`config.mk`:
```
export PLATFORM = sky130hd
export DESIGN_NAME = bridge_dma_count_control
export DESIGN_NICKNAME = d
export VERILOG_FILES = /design/src/hw/bdma_count_pkg.sv /design/src/hw/bridge_dma_count_control.sv
export SDC_FILE = /design/constraint.sdc
export NUM_CORES = 1
export LEC_CHECK = 0
export BUFFER_PORTS_ARGS = -buffer_cell sky130_fd_sc_hd__buf_2
export CELL_PAD_IN_SITES_DETAIL_PLACEMENT = 0
export CELL_PAD_IN_SITES_GLOBAL_PLACEMENT = 2
export CORE_MARGIN = 2
export CORE_UTILIZATION = 39
export DETAILED_ROUTE_END_ITERATION = 10
export PLACE_DENSITY = 0.92
export RECOVER_POWER = 25
export SLEW_MARGIN = 0
export SYNTH_ARGS = -nofsm -noshare
export SYNTH_HDL_FRONTEND = slang
export SYNTH_SLANG_ARGS = --single-unit
```
`constraint.sdc`:
```
create_clock -name clk_sys -period 7.9 [get_ports clk_sys]
set_input_delay 2.37 -clock clk_sys [delete_from_list [all_inputs] [get_ports clk_sys]]
set_output_delay 2.37 -clock clk_sys [all_outputs]
set_load 0.02 [all_outputs]
```
`src/hw/bdma_count_pkg.sv`:
```
/*
  Constants for the bridge transfer channel zero count/control block:
  register indices, field positions, reset values, encodings.
  Assumes nothing of its surroundings.
*/
package bdma_count_pkg;
  // register byte addresses (plain register port, 8-bit address)
  localparam logic [7:0] ADDR_INIT_COUNT = 8'h0C;
  localparam logic [7:0] ADDR_CUR_COUNT = 8'h18;
  localparam logic [7:0] ADDR_CONTROL = 8'h00;
  localparam logic [7:0] ADDR_SIZE = 8'h04;
  localparam logic [7:0] ADDR_IRQ_STATUS = 8'h10;
  localparam logic [7:0] ADDR_IRQ_ENABLE = 8'h14;
  localparam logic [7:0] ADDR_IRQ_CLEAR = 8'h1C;

  // initial count/control fields
  localparam int SRC_MSB = 31;
  localparam int SRC_LSB = 30;
  localparam int HS_MSB = 29;
  localparam int HS_LSB = 28;
  localparam int UNIT_MSB = 27;
  localparam int UNIT_LSB = 26;
  localparam int OTF_MSB = 25;
  localparam int OTF_LSB = 24;
  localparam int INTM_MSB = 23;
  localparam int INTM_LSB = 22;
  localparam int RELOAD_BIT = 21;
  localparam int EN_BIT = 20;
  localparam int CNT_W = 20;

  // fixed read values of the mode fields
  localparam logic [1:0] HANDSHAKE_MODE = 2'h0;
  localparam logic [1:0] UNIT_MODE = 2'h1;
  localparam logic [1:0] NO_ON_THE_FLY = 2'h0;

  // control register fields
  localparam int GATE_MSB = 3;
  localparam int GATE_LSB = 2;
  localparam int CMD_MSB = 1;
  localparam int CMD_LSB = 0;
  localparam logic [1:0] CMD_NONE = 2'h0;
  localparam logic [1:0] CMD_START = 2'h1;
  localparam logic [1:0] CMD_CANCEL = 2'h3;
  localparam logic [1:0] GATE_OPEN = 2'h0;

  // size register field and unit sizes
  localparam int SIZE_MSB = 31;
  localparam int SIZE_LSB = 30;
  localparam logic [1:0] SIZE_BYTE = 2'h0;
  localparam logic [1:0] SIZE_HALF = 2'h1;
  localparam logic [1:0] SIZE_WORD = 2'h2;

  // request sources
  localparam logic [1:0] SRC_NONE = 2'h0;
  localparam logic [1:0] SRC_AUDIO = 2'h1;
  localparam logic [1:0] SRC_UART = 2'h2;
  localparam logic [1:0] SRC_SYNC = 2'h3;

  // interrupt modes
  localparam logic [1:0] INTM_POLL = 2'h0;
  localparam logic [1:0] INTM_UNIT = 2'h2;
  localparam logic [1:0] INTM_TC = 2'h3;

  // interrupt status bits
  localparam int IRQ_UNIT_BIT = 0;
  localparam int IRQ_TC_BIT = 1;
  localparam int IRQ_CANCEL_BIT = 2;
  localparam int IRQ_W = 3;

  localparam logic [31:0] INIT_COUNT_RESET = 32'h0400_0000;
endpackage

```
`src/hw/bridge_dma_count_control.sv`:
```
/*
  Count and run control of bridge transfer channel zero: request
  selection, start/cancel, auto-reload, count decrement, interrupts.
  Assumes a bus engine that moves one unit per unit_go and answers
  with unit_done; requests are level inputs synchronous to clk_sys.
*/
// Chosen here: the plain strobed port and the placing of the registers.
`timescale 1ns/1ps
module bridge_dma_count_control
  import bdma_count_pkg::*;
#(
  // narrower counts ignore the field's upper bits on write
  parameter int COUNT_W = CNT_W
)
(
  input wire logic clk_sys,
  input wire logic resetn,
  input wire logic [7:0] reg_addr,
  input wire logic [31:0] reg_wdata,
  input wire logic reg_write,
  input wire logic reg_read,
  output logic [31:0] reg_rdata,
  input wire logic req_audio,
  input wire logic req_first_uart,
  input wire logic req_sync_serial_port,
  output logic unit_go,
  output logic [1:0] unit_size,
  input wire logic unit_done,
  output logic busy,
  output logic irq
);

  // *****************************************************************
  // state
  // *****************************************************************
  typedef enum logic [1:0] {IDLE, MOVE, WAIT} state_t;

  state_t state;
  logic [1:0] request_source_select;
  logic [1:0] interrupt_mode_select;
  logic auto_reload_enable;
  logic hw_enable;
  logic [COUNT_W-1:0] initial_byte_count;
  logic [COUNT_W-1:0] remaining_byte_count;
  logic [1:0] request_gate_select;
  logic [1:0] unit_size_select;
  logic [IRQ_W-1:0] irq_status;
  logic [IRQ_W-1:0] irq_enable;
  logic sw_start;
  logic sw_cancel;
  logic periph_req;
  logic trigger;
  logic [COUNT_W-1:0] step;
  logic [COUNT_W-1:0] next_remaining;
  logic terminal;
  logic unit_end;
  logic [31-CNT_W:0] count_upper;

  // *****************************************************************
  // elaboration checks
  // *****************************************************************
  // a word step needs three bits, and the register field holds no more
  if (COUNT_W < 3 || COUNT_W > CNT_W)
  begin : g_count_width_check
    $error("count width out of range");
  end

  // *****************************************************************
  // decode
  // *****************************************************************
  logic wr_init;
  logic wr_ctrl;
  assign wr_init = reg_write && reg_addr == ADDR_INIT_COUNT;
  assign wr_ctrl = reg_write && reg_addr == ADDR_CONTROL;
  // commands never store: they act in the write cycle only
  assign sw_start = wr_ctrl && reg_wdata[CMD_MSB:CMD_LSB] == CMD_START;
  assign sw_cancel = wr_ctrl && reg_wdata[CMD_MSB:CMD_LSB] == CMD_CANCEL;

  always_comb
  begin
    case (request_source_select)
      SRC_AUDIO: periph_req = req_audio;
      SRC_UART: periph_req = req_first_uart;
      SRC_SYNC: periph_req = req_sync_serial_port;
      default: periph_req = 1'b0;
    endcase
  end

  // requests pass only with the gate open and enable set
  assign trigger = hw_enable && !sw_cancel &&
    (sw_start || (periph_req && request_gate_select == GATE_OPEN));

  always_comb
  begin
    case (unit_size)
      SIZE_HALF: step = COUNT_W'(3'h2);
      SIZE_WORD: step = COUNT_W'(3'h4);
      default: step = COUNT_W'(3'h1);
    endcase
  end

  // saturate so a miscounted value still reaches zero
  assign next_remaining = (remaining_byte_count > step) ?
    remaining_byte_count - step : '0;
  assign unit_end = state == MOVE && unit_done && !sw_cancel;
  assign terminal = unit_end && next_remaining == '0;

  // *****************************************************************
  // configuration registers
  // *****************************************************************
  always_ff @(posedge clk_sys or negedge resetn)
  begin
    if (!resetn)
    begin
      request_source_select <= SRC_NONE;
      interrupt_mode_select <= INTM_POLL;
      auto_reload_enable <= 1'b0;
      initial_byte_count <= '0;
    end
    else if (wr_init)
    begin
      request_source_select <= reg_wdata[SRC_MSB:SRC_LSB];
      interrupt_mode_select <= reg_wdata[INTM_MSB:INTM_LSB];
      auto_reload_enable <= reg_wdata[RELOAD_BIT];
      initial_byte_count <= reg_wdata[COUNT_W-1:0];
    end
  end

  always_ff @(posedge clk_sys or negedge resetn)
  begin
    if (!resetn)
      request_gate_select <= GATE_OPEN;
    else if (wr_ctrl)
      request_gate_select <= reg_wdata[GATE_MSB:GATE_LSB];
  end

  always_ff @(posedge clk_sys or negedge resetn)
  begin
    if (!resetn)
      unit_size_select <= SIZE_BYTE;
    else if (reg_write && reg_addr == ADDR_SIZE)
      unit_size_select <= reg_wdata[SIZE_MSB:SIZE_LSB];
  end

  // held per unit: a size write in mid-unit would split it and miscount
  always_ff @(posedge clk_sys or negedge resetn)
  begin
    if (!resetn)
      unit_size <= SIZE_BYTE;
    else if (trigger && state != MOVE)
      unit_size <= unit_size_select;
  end

  // hardware enable; the write order itself is software's duty
  always_ff @(posedge clk_sys or negedge resetn)
  begin
    if (!resetn)
      hw_enable <= 1'b0;
    else if (sw_cancel)
      hw_enable <= 1'b0;
    else if (terminal && !auto_reload_enable)
      hw_enable <= 1'b0;
    else if (wr_init)
      hw_enable <= reg_wdata[EN_BIT];
  end

  // *****************************************************************
  // run control
  // *****************************************************************
  always_ff @(posedge clk_sys or negedge resetn)
  begin
    if (!resetn)
      state <= IDLE;
    else if (sw_cancel)
      state <= IDLE;
    else
    begin
      case (state)
        IDLE: if (trigger) state <= MOVE;
        MOVE: if (unit_done) state <= terminal ? IDLE : WAIT;
        // handshake: one unit per trigger
        WAIT: if (trigger) state <= MOVE;
        default: state <= IDLE;
      endcase
    end
  end

  always_ff @(posedge clk_sys or negedge resetn)
  begin
    if (!resetn)
      remaining_byte_count <= '0;
    else if (state == IDLE && trigger)
      remaining_byte_count <= initial_byte_count;
    else if (terminal && auto_reload_enable)
      remaining_byte_count <= initial_byte_count;
    else if (unit_end)
      remaining_byte_count <= next_remaining;
  end

  assign unit_go = state == MOVE;
  assign busy = state != IDLE;

  // *****************************************************************
  // interrupts
  // *****************************************************************
  logic [IRQ_W-1:0] irq_set;
  always_comb
  begin
    irq_set = '0;
    irq_set[IRQ_UNIT_BIT] = unit_end && interrupt_mode_select == INTM_UNIT;
    irq_set[IRQ_TC_BIT] = terminal && interrupt_mode_select == INTM_TC;
    irq_set[IRQ_CANCEL_BIT] = sw_cancel && state != IDLE;
  end

  // set wins over a clear in the same cycle
  always_ff @(posedge clk_sys or negedge resetn)
  begin
    if (!resetn)
      irq_status <= '0;
    else if (reg_write && reg_addr == ADDR_IRQ_CLEAR)
      irq_status <= (irq_status & ~reg_wdata[IRQ_W-1:0]) | irq_set;
    else
      irq_status <= irq_status | irq_set;
  end

  always_ff @(posedge clk_sys or negedge resetn)
  begin
    if (!resetn)
      irq_enable <= '0;
    else if (reg_write && reg_addr == ADDR_IRQ_ENABLE)
      irq_enable <= reg_wdata[IRQ_W-1:0];
  end

  assign irq = |(irq_status & irq_enable);

  // *****************************************************************
  // read port
  // *****************************************************************
  // both count views carry the same control fields above the count
  assign count_upper = {request_source_select, HANDSHAKE_MODE, UNIT_MODE, NO_ON_THE_FLY,
    interrupt_mode_select, auto_reload_enable, hw_enable};

  always_ff @(posedge clk_sys or negedge resetn)
  begin
    if (!resetn)
      reg_rdata <= '0;
    else if (reg_read)
    begin
      case (reg_addr)
        ADDR_INIT_COUNT: reg_rdata <= {count_upper, CNT_W'(initial_byte_count)};
        ADDR_CUR_COUNT: reg_rdata <= {count_upper, CNT_W'(remaining_byte_count)};
        // command bits always read back as zero
        ADDR_CONTROL: reg_rdata <= {28'h0000000, request_gate_select, CMD_NONE};
        ADDR_SIZE: reg_rdata <= {unit_size_select, 30'h0};
        ADDR_IRQ_STATUS: reg_rdata <= {29'h0, irq_status};
        ADDR_IRQ_ENABLE: reg_rdata <= {29'h0, irq_enable};
        default: reg_rdata <= 32'h00000000;
      endcase
    end
    else
      reg_rdata <= 32'h00000000;
  end

endmodule

```
==> flow_summary.json, run 1 <==
{
  "cts.htree.levels": 3,
  "antennaDiodeCount": 0,
  "die_w_um": 113,
  "postCtsHoldBufs": 0,
  "instances_no_fill": 642,
  "cts_buffers": 9,
  "cts_setup_buffers": 0,
  "r2r_end": "remaining_byte_count[16]",
  "grt_max_degree": 88,
  "layout_common_cells": "dfrtp_1 (87), buf_2 (72), nand2_1 (45)",
  "netlist_area_um2": 4630,
  "yosysWarningCount": 0,
  "crit_end": "remaining_byte_count[16]",
  "cpLargestDelayFamily": "simple AND/OR/NAND/NOR gates",
  "critPathBufInv": 2,
  "yosys.area_share.simple": 0.177,
  "top_usage_layer": "met2",
  "ys_ff_latch": 87,
  "cp.depth": 8,
  "failed_checks": "DRC",
  "synth_top_cell_area_share": 0.470,
  "yosysUniqueCellTypes": 54,
  "post-route-drc-count": 4,
  "core-area_um2": 11500,
  "muxShareOfSynthArea": 0.156,
  "root_buffer": "clkbuf_16",
  "synth_edf_count": 0,
  "slew_viol_final": 0,
  "nFillCells": 1103,
  "initial_core_util": 0.402,
  "leakage_nw": 2.58,
  "startpoint_type": "primary input",
  "avgRoutedWirePerCell_um": 17.7,
  "critPathKind": "in -> reg",
  "tightest_slew_ns": 1.11,
  "cpMaxStageDelayCell": "nor4_1",
  "routed_wl_mm": 11.4,
  "drive_gt1_frac": 0.323,
  "synth-compound-area-share": 0.117,
  "antenna_found_initial": 0,
  "first_iter_violations": 215,
  "dp.cells": 626,
  "io_pins": 85,
  "synth_top_family_by_area": "simple AND/OR/NAND/NOR gates",
  "crit_path_start": "reg_addr[2]",
  "mostFrequentLayoutCell": "dfrtp_1",
  "placedInstanceArea_um2": 5080,
  "die_y_um": 113,
  "status": "finished with violations",
  "met3_usage": 0.0370,
  "avgSynthCellArea_um2": 10.8,
  "fin_setup_tns_ns": 0,
  "async_reset_ff_frac": 1.00,
  "clk_path_buf_depth": 2,
  "grt_setup_unrepaired": "false",
  "period_minus_slack_ns": 4.91,
  "cp-end-kind": "register",
  "gr-usage-met2": 0.302,
  "cts_tree": "done",
  "synthAdderAreaFrac": 0.0232,
  "post_cts_resized": 0,
  "grt_usage": 0.187,
  "dieArea_um2": 12800,
  "gp_congestion": 0.898,
  "relSlewSlack": 0.260,
  "required_ns": 8.12,
  "ant_nets": 0,
  "synth_area_leaders": "dfrtp_1 (47%), mux2_2 (8.5%), mux2_4 (6.5%), nand2_1 (3.6%), a22oi_1 (3.2%)",
  "place.port_buffers": 73,
  "vias": 3572,
  "path_clk_slew_ns": 0.06,
  "critPathMaxStageDelay_ns": 0.69,
  "final_area_um2": 5360,
  "synth_ff_type": "dfrtp_1",
  "reg2reg_slack_ns": 3.38,
  "clock_latency_ns": 0.34,
  "met1_usage": 0.252,
  "holdCritPathClass": "reg -> reg",
  "synth_top_cell_by_area": "dfrtp_1",
  "grt_pass1_wl_mm": 18.8,
  "crit_chain": "buf_2 -> nor4_1 -> nand4_1 -> and3_1 -> nand2_1 -> o21ai_2 -> buf_4 -> mux2_4",
  "vias_per_cell": 5.56,
  "grt.overflow.total": 0,
  "final_nets": 550,
  "fin_skew_ns": 0.00663,
  "fmax_ghz": 0.204,
  "cap_violations": 0,
  "synth_xor_area_frac": 0.0149,
  "cts_sinks": 87,
  "syn_to_final_growth_pct": 15.7,
  "ys_seq_area_frac": 0.470,
  "drt_first_pass_iters": 8,
  "path_max_fanout": 16,
  "core.rowCount": 39,
  "peakVddDrop_v": 0.000139,
  "synthCells": 429,
  "grt_pass1_vias": 3668,
  "reg2reg_depth": 13,
  "fin_crit_sh": 0.622,
  "powerDensity_nw_per_um2": 172,
  "worstReg2RegStart": "unit_size[0]",
  "setup_viol": 0,
  "hpwl_mm": 8.16,
  "hold_viol_final": 0,
  "crit_arrival_ns": 5.13,
  "post-route-util": 0.466
}
==> stage by stage <==
stage / power [W] / hold WS, ns / setup slack [ns]
6_report: 0.000922 / 0.512 / 2.99
5_1_grt: 0.000962 / 0.559 / 2.80
4_1_cts: 0.000936 / 0.513 / 2.99
3_5_place_dp: 0.000539 / 0.502 / 2.64
3_3_place_gp: 0.000537 / 0.469 / 2.64
2_1_floorplan: 0.000507 / 0.451 / 3.62
==> synth_stat cells (2+ instances only) <==
cell / number
nand4_1: 5
mux2_4: 20
buf_6: 3
nand2b_1: 4
a22oi_1: 20
a32o_1: 4
nand2_1: 45
nor4_4: 2
a222oi_1: 3
a22o_1: 2
mux2_2: 35
nor2_1: 30
inv_1: 11
nor4_1: 4
ha_1: 7
nand3_1: 7
and2_1: 5
buf_2: 5
xnor2_1: 5
a21oi_1: 8
nor2b_1: 13
o21ai_0: 21
and4_1: 3
buf_4: 5
clkbuf_1: 13
or2_2: 6
nor3_1: 8
and3_1: 10
nand4b_1: 3
mux2i_1: 3
o31ai_1: 10
dfrtp_1: 87
==> flip-flops by register name, summed over array words and instances, names as in the netlist, 2 cells and up <==
register               flops
initial_byte_count        20
interrupt_mode_select      2
irq_enable                 3
irq_status                 3
reg_rdata                 27
remaining_byte_count      20
request_gate_select        2
request_source_select      2
state                      2
unit_size                  2
unit_size_select           2
==> metal layers <==
metal  share of wire  routed length, um
met5               0                  0
met4           0.022                255
met3           0.054                614
met2            0.47               5380
met1            0.45               5140
==> how the worst min path moves through the flow <==
| stage | slack [ns] | from | to | cells after the start |
|---|---|---|---|---|
| floorplan | 0.45 | state[0] | state[0] | 1 |
| global placement | 0.47 | state[0] | state[0] | 1 |
| detailed placement | 0.50 | state[0] | state[0] | 1 |
| CTS | 0.51 | state[0] | state[0] | 1 |
| global route | 0.56 | state[0] | state[0] | 1 |
| finish | 0.51 | state[0] | state[0] | 1 |
==> logic make-up (layout without fill, tap and decap cells) <==
group,after synthesis,after routing
and+or+nand+nor,152,152
DFF,87,87
AOI/OAI and AO/OA,79,79
muxes,58,58
buffers and inverters,37,103
adders and majority gates,8,8
xor gates and xnor gates,7,7
other,1,5
==> layout make-up <==
| class | instances | area, um2 | area share |
|---|---|---|---|
| clock buffers | 12 | 246 | 0.0460 |
| clock inverters | 4 | 31.3 | 0.00583 |
| inverters | 11 | 41.3 | 0.00770 |
| multi-input cells | 309 | 2300 | 0.428 |
| flip-flops and latches | 87 | 2180 | 0.406 |
| well taps | 143 | 179 | 0.0334 |
| repair buffers | 76 | 390 | 0.0728 |
==> report_power, final <==
part / total [W] / leakage [nW] / internal [W] / switching (W)
sequential: 0.000463 / 1.21 / 0.000455 / 0.00000880
combinational: 0.0000665 / 1.24 / 0.0000258 / 0.0000408
clock: 0.000392 / 0.137 / 0.000223 / 0.000169
total: 0.000922 / 2.58 / 0.000703 / 0.000219
Power figures use the tool's default switching activity.
==> inputs of run 2 (changes only) <==
- CORE_UTILIZATION: 39 -> 36
- PLACE_DENSITY: 0.92 -> 0.86
- clock period: 7.9 -> 4.8 ns (I/O delays scaled with it)
==> run 2 against run 1 <==
Net effect: the flow finishes with violations (capacitance limit, slew limit); clock power grew 70%; first-iteration DRC count shrank 11%; worst hold slack gained 0.0039 ns; die area grew 8.0%; combinational power grew 65%; critical path depth grew 6; non-clock buffer count grew 5; count of clock-buffer cells in the layout shrank 1; sequential share of layout area shrank 0.54 points; highest routed layer unchanged.
==> flow_summary.json, run 2 (same netlist as run 1, synthesis figures left out) <==
{
  "drt_first_pass_iters": 4,
  "hold_start": "state[0]",
  "grt_setup_unrepaired": "false",
  "top_regs": "reg_rdata (27), initial_byte_count (20), remaining_byte_count (20)",
  "core.rowCount": 41,
  "clk_path_buf_depth": 2,
  "avgRoutedWirePerCell_um": 17.0,
  "required_ns": 5.03,
  "cp-end-kind": "register",
  "cap_violations": 1,
  "first_iter_violations": 191,
  "dieArea_um2": 13800,
  "routed_wl_mm": 11.5,
  "cpLargestDelayFamily": "simple AND/OR/NAND/NOR gates",
  "fin_crit_sh": 0.817,
  "status": "finished with violations",
  "vias_per_cell": 5.30,
  "holdCritPathClass": "reg -> reg",
  "relSlewSlack": -0.0447,
  "hold_viol_final": 0,
  "post-route-util": 0.432,
  "worstReg2RegStart": "unit_size[0]",
  "critPathMaxStageDelay_ns": 0.46,
  "die_w_um": 117,
  "critPathBufInv": 3,
  "crit_arrival_ns": 4.15,
  "cts_buffers": 9,
  "final_nets": 555,
  "startpoint_type": "register",
  "setup_viol": 0,
  "antenna_found_initial": 0,
  "leakage_nw": 2.61,
  "antennaDiodeCount": 0,
  "fin_skew_ns": 0.0144,
  "largest_reg_flops": 27,
  "nFillCells": 1198,
  "cpMaxStageDelayCell": "fa_1",
  "top_register": "reg_rdata",
  "post-route-drc-count": 0,
  "clock_latency_ns": 0.36,
  "mostFrequentLayoutCell": "dfrtp_1",
  "cp.depth": 14,
  "critPathKind": "reg -> reg",
  "crit_path_start": "unit_size[0]",
  "fmax_ghz": 0.255,
  "grt_usage": 0.171,
  "post_cts_resized": 0,
  "drive_gt1_frac": 0.333,
  "fin_setup_tns_ns": 0,
  "cts_sinks": 87,
  "grt_pass1_wl_mm": 18.7,
  "cts_tree": "done",
  "dp_slack_ns": 0.729,
  "path_max_fanout": 11,
  "dp.cells": 660,
  "root_buffer": "clkbuf_16",
  "place.port_buffers": 73,
  "cts.htree.levels": 3,
  "crit_chain": "inv_1 -> ha_1 -> ha_1 -> inv_1 -> fa_1 -> nand2_1 -> nand4_2 -> or3_4 -> xnor2_2 -> nor4_1 -> a21oi_2 -> o21ai_2 -> buf_4 -> mux2_4",
  "layout_common_cells": "dfrtp_1 (87), buf_2 (72), nand2_1 (45)",
  "cts_setup_buffers": 0,
  "powerDensity_nw_per_um2": 283,
  "setup_slack_ns": 0.877,
  "grt.overflow.total": 0,
  "period_minus_slack_ns": 3.92,
  "reg2reg_depth": 14,
  "vias": 3582,
  "grt_pass1_vias": 3519,
  "hpwl_mm": 8.31,
  "peakVddDrop_v": 0.000161,
  "io_pins": 85,
  "gp_congestion": 0.903,
  "hold_depth": 1,
  "tightest_slew_ns": 1.57,
  "syn_to_final_growth_pct": 17.3,
  "slew_viol_final": 64,
  "core-area_um2": 12600,
  "instances_no_fill": 676,
  "path_clk_slew_ns": 0.07,
  "grt_max_degree": 64,
  "failed_checks": "capacitance limit, slew limit",
  "initial_core_util": 0.369,
  "postCtsHoldBufs": 0,
  "die_y_um": 117,
  "ant_nets": 0
}
[run 2: final timing paths]
kind / to / slack (ns)
min reg2reg: state[0] / 0.52
max in group asynchronous: initial_byte_count[14] / 2.20
min in group asynchronous: reg_rdata[12] / 1.48
max reg2reg: remaining_byte_count[17] / 0.88
min: state[0] / 0.52
max: remaining_byte_count[17] / 0.88
[run 2: area by class of cell]
class                      count  area, um2  area share
clock inverter                 5       32.5     0.00599
clock buffer                  11        253      0.0465
timing repair buffer          81        425      0.0783
sequential                    87       2180       0.401
tap                          172        215      0.0396
inverter                      11       41.3     0.00760
multi-input combinational    309       2290       0.421
[run 2: power breakdown]
group / switching (W) / internal [W]
Sequential: 0.0000143 / 0.000748
Combinational: 0.0000668 / 0.0000429
Clock: 0.000291 / 0.000378
Total: 0.000372 / 0.00117
[run 2: worst register-to-register path: stages, from the launching register on]
cell,delay [ns]
dfrtp_1,0.43
inv_1,0.07
ha_1,0.30
ha_1,0.16
inv_1,0.05
fa_1,0.46
nand2_1,0.25
nand4_2,0.16
or3_4,0.39
xnor2_2,0.14
nor4_1,0.43
a21oi_2,0.18
o21ai_2,0.19
buf_4,0.26
mux2_4,0.33
[run 2: per-layer routing]
metal,part of all wire,GRT usage,vias to the layer above
li1,-,-,1682
met1,0.46,0.231,1771
met2,0.46,0.268,113
met3,0.056,0.0399,16
met4,0.018,0.0685,0
met5,0,0,-
[run 2: through the flow]
| step | area (um2) | hold slack (ns) | power, W |
|---|---|---|---|
| after CTS | 5440 | 0.511 | 0.00156 |
| after global placement | 5150 | 0.469 | 0.000884 |
| after detailed placement | 5150 | 0.499 | 0.000887 |
| after global routing | 5430 | 0.525 | 0.00160 |
| after floorplan | 4650 | 0.451 | 0.000834 |
| final | 5430 | 0.516 | 0.00154 |
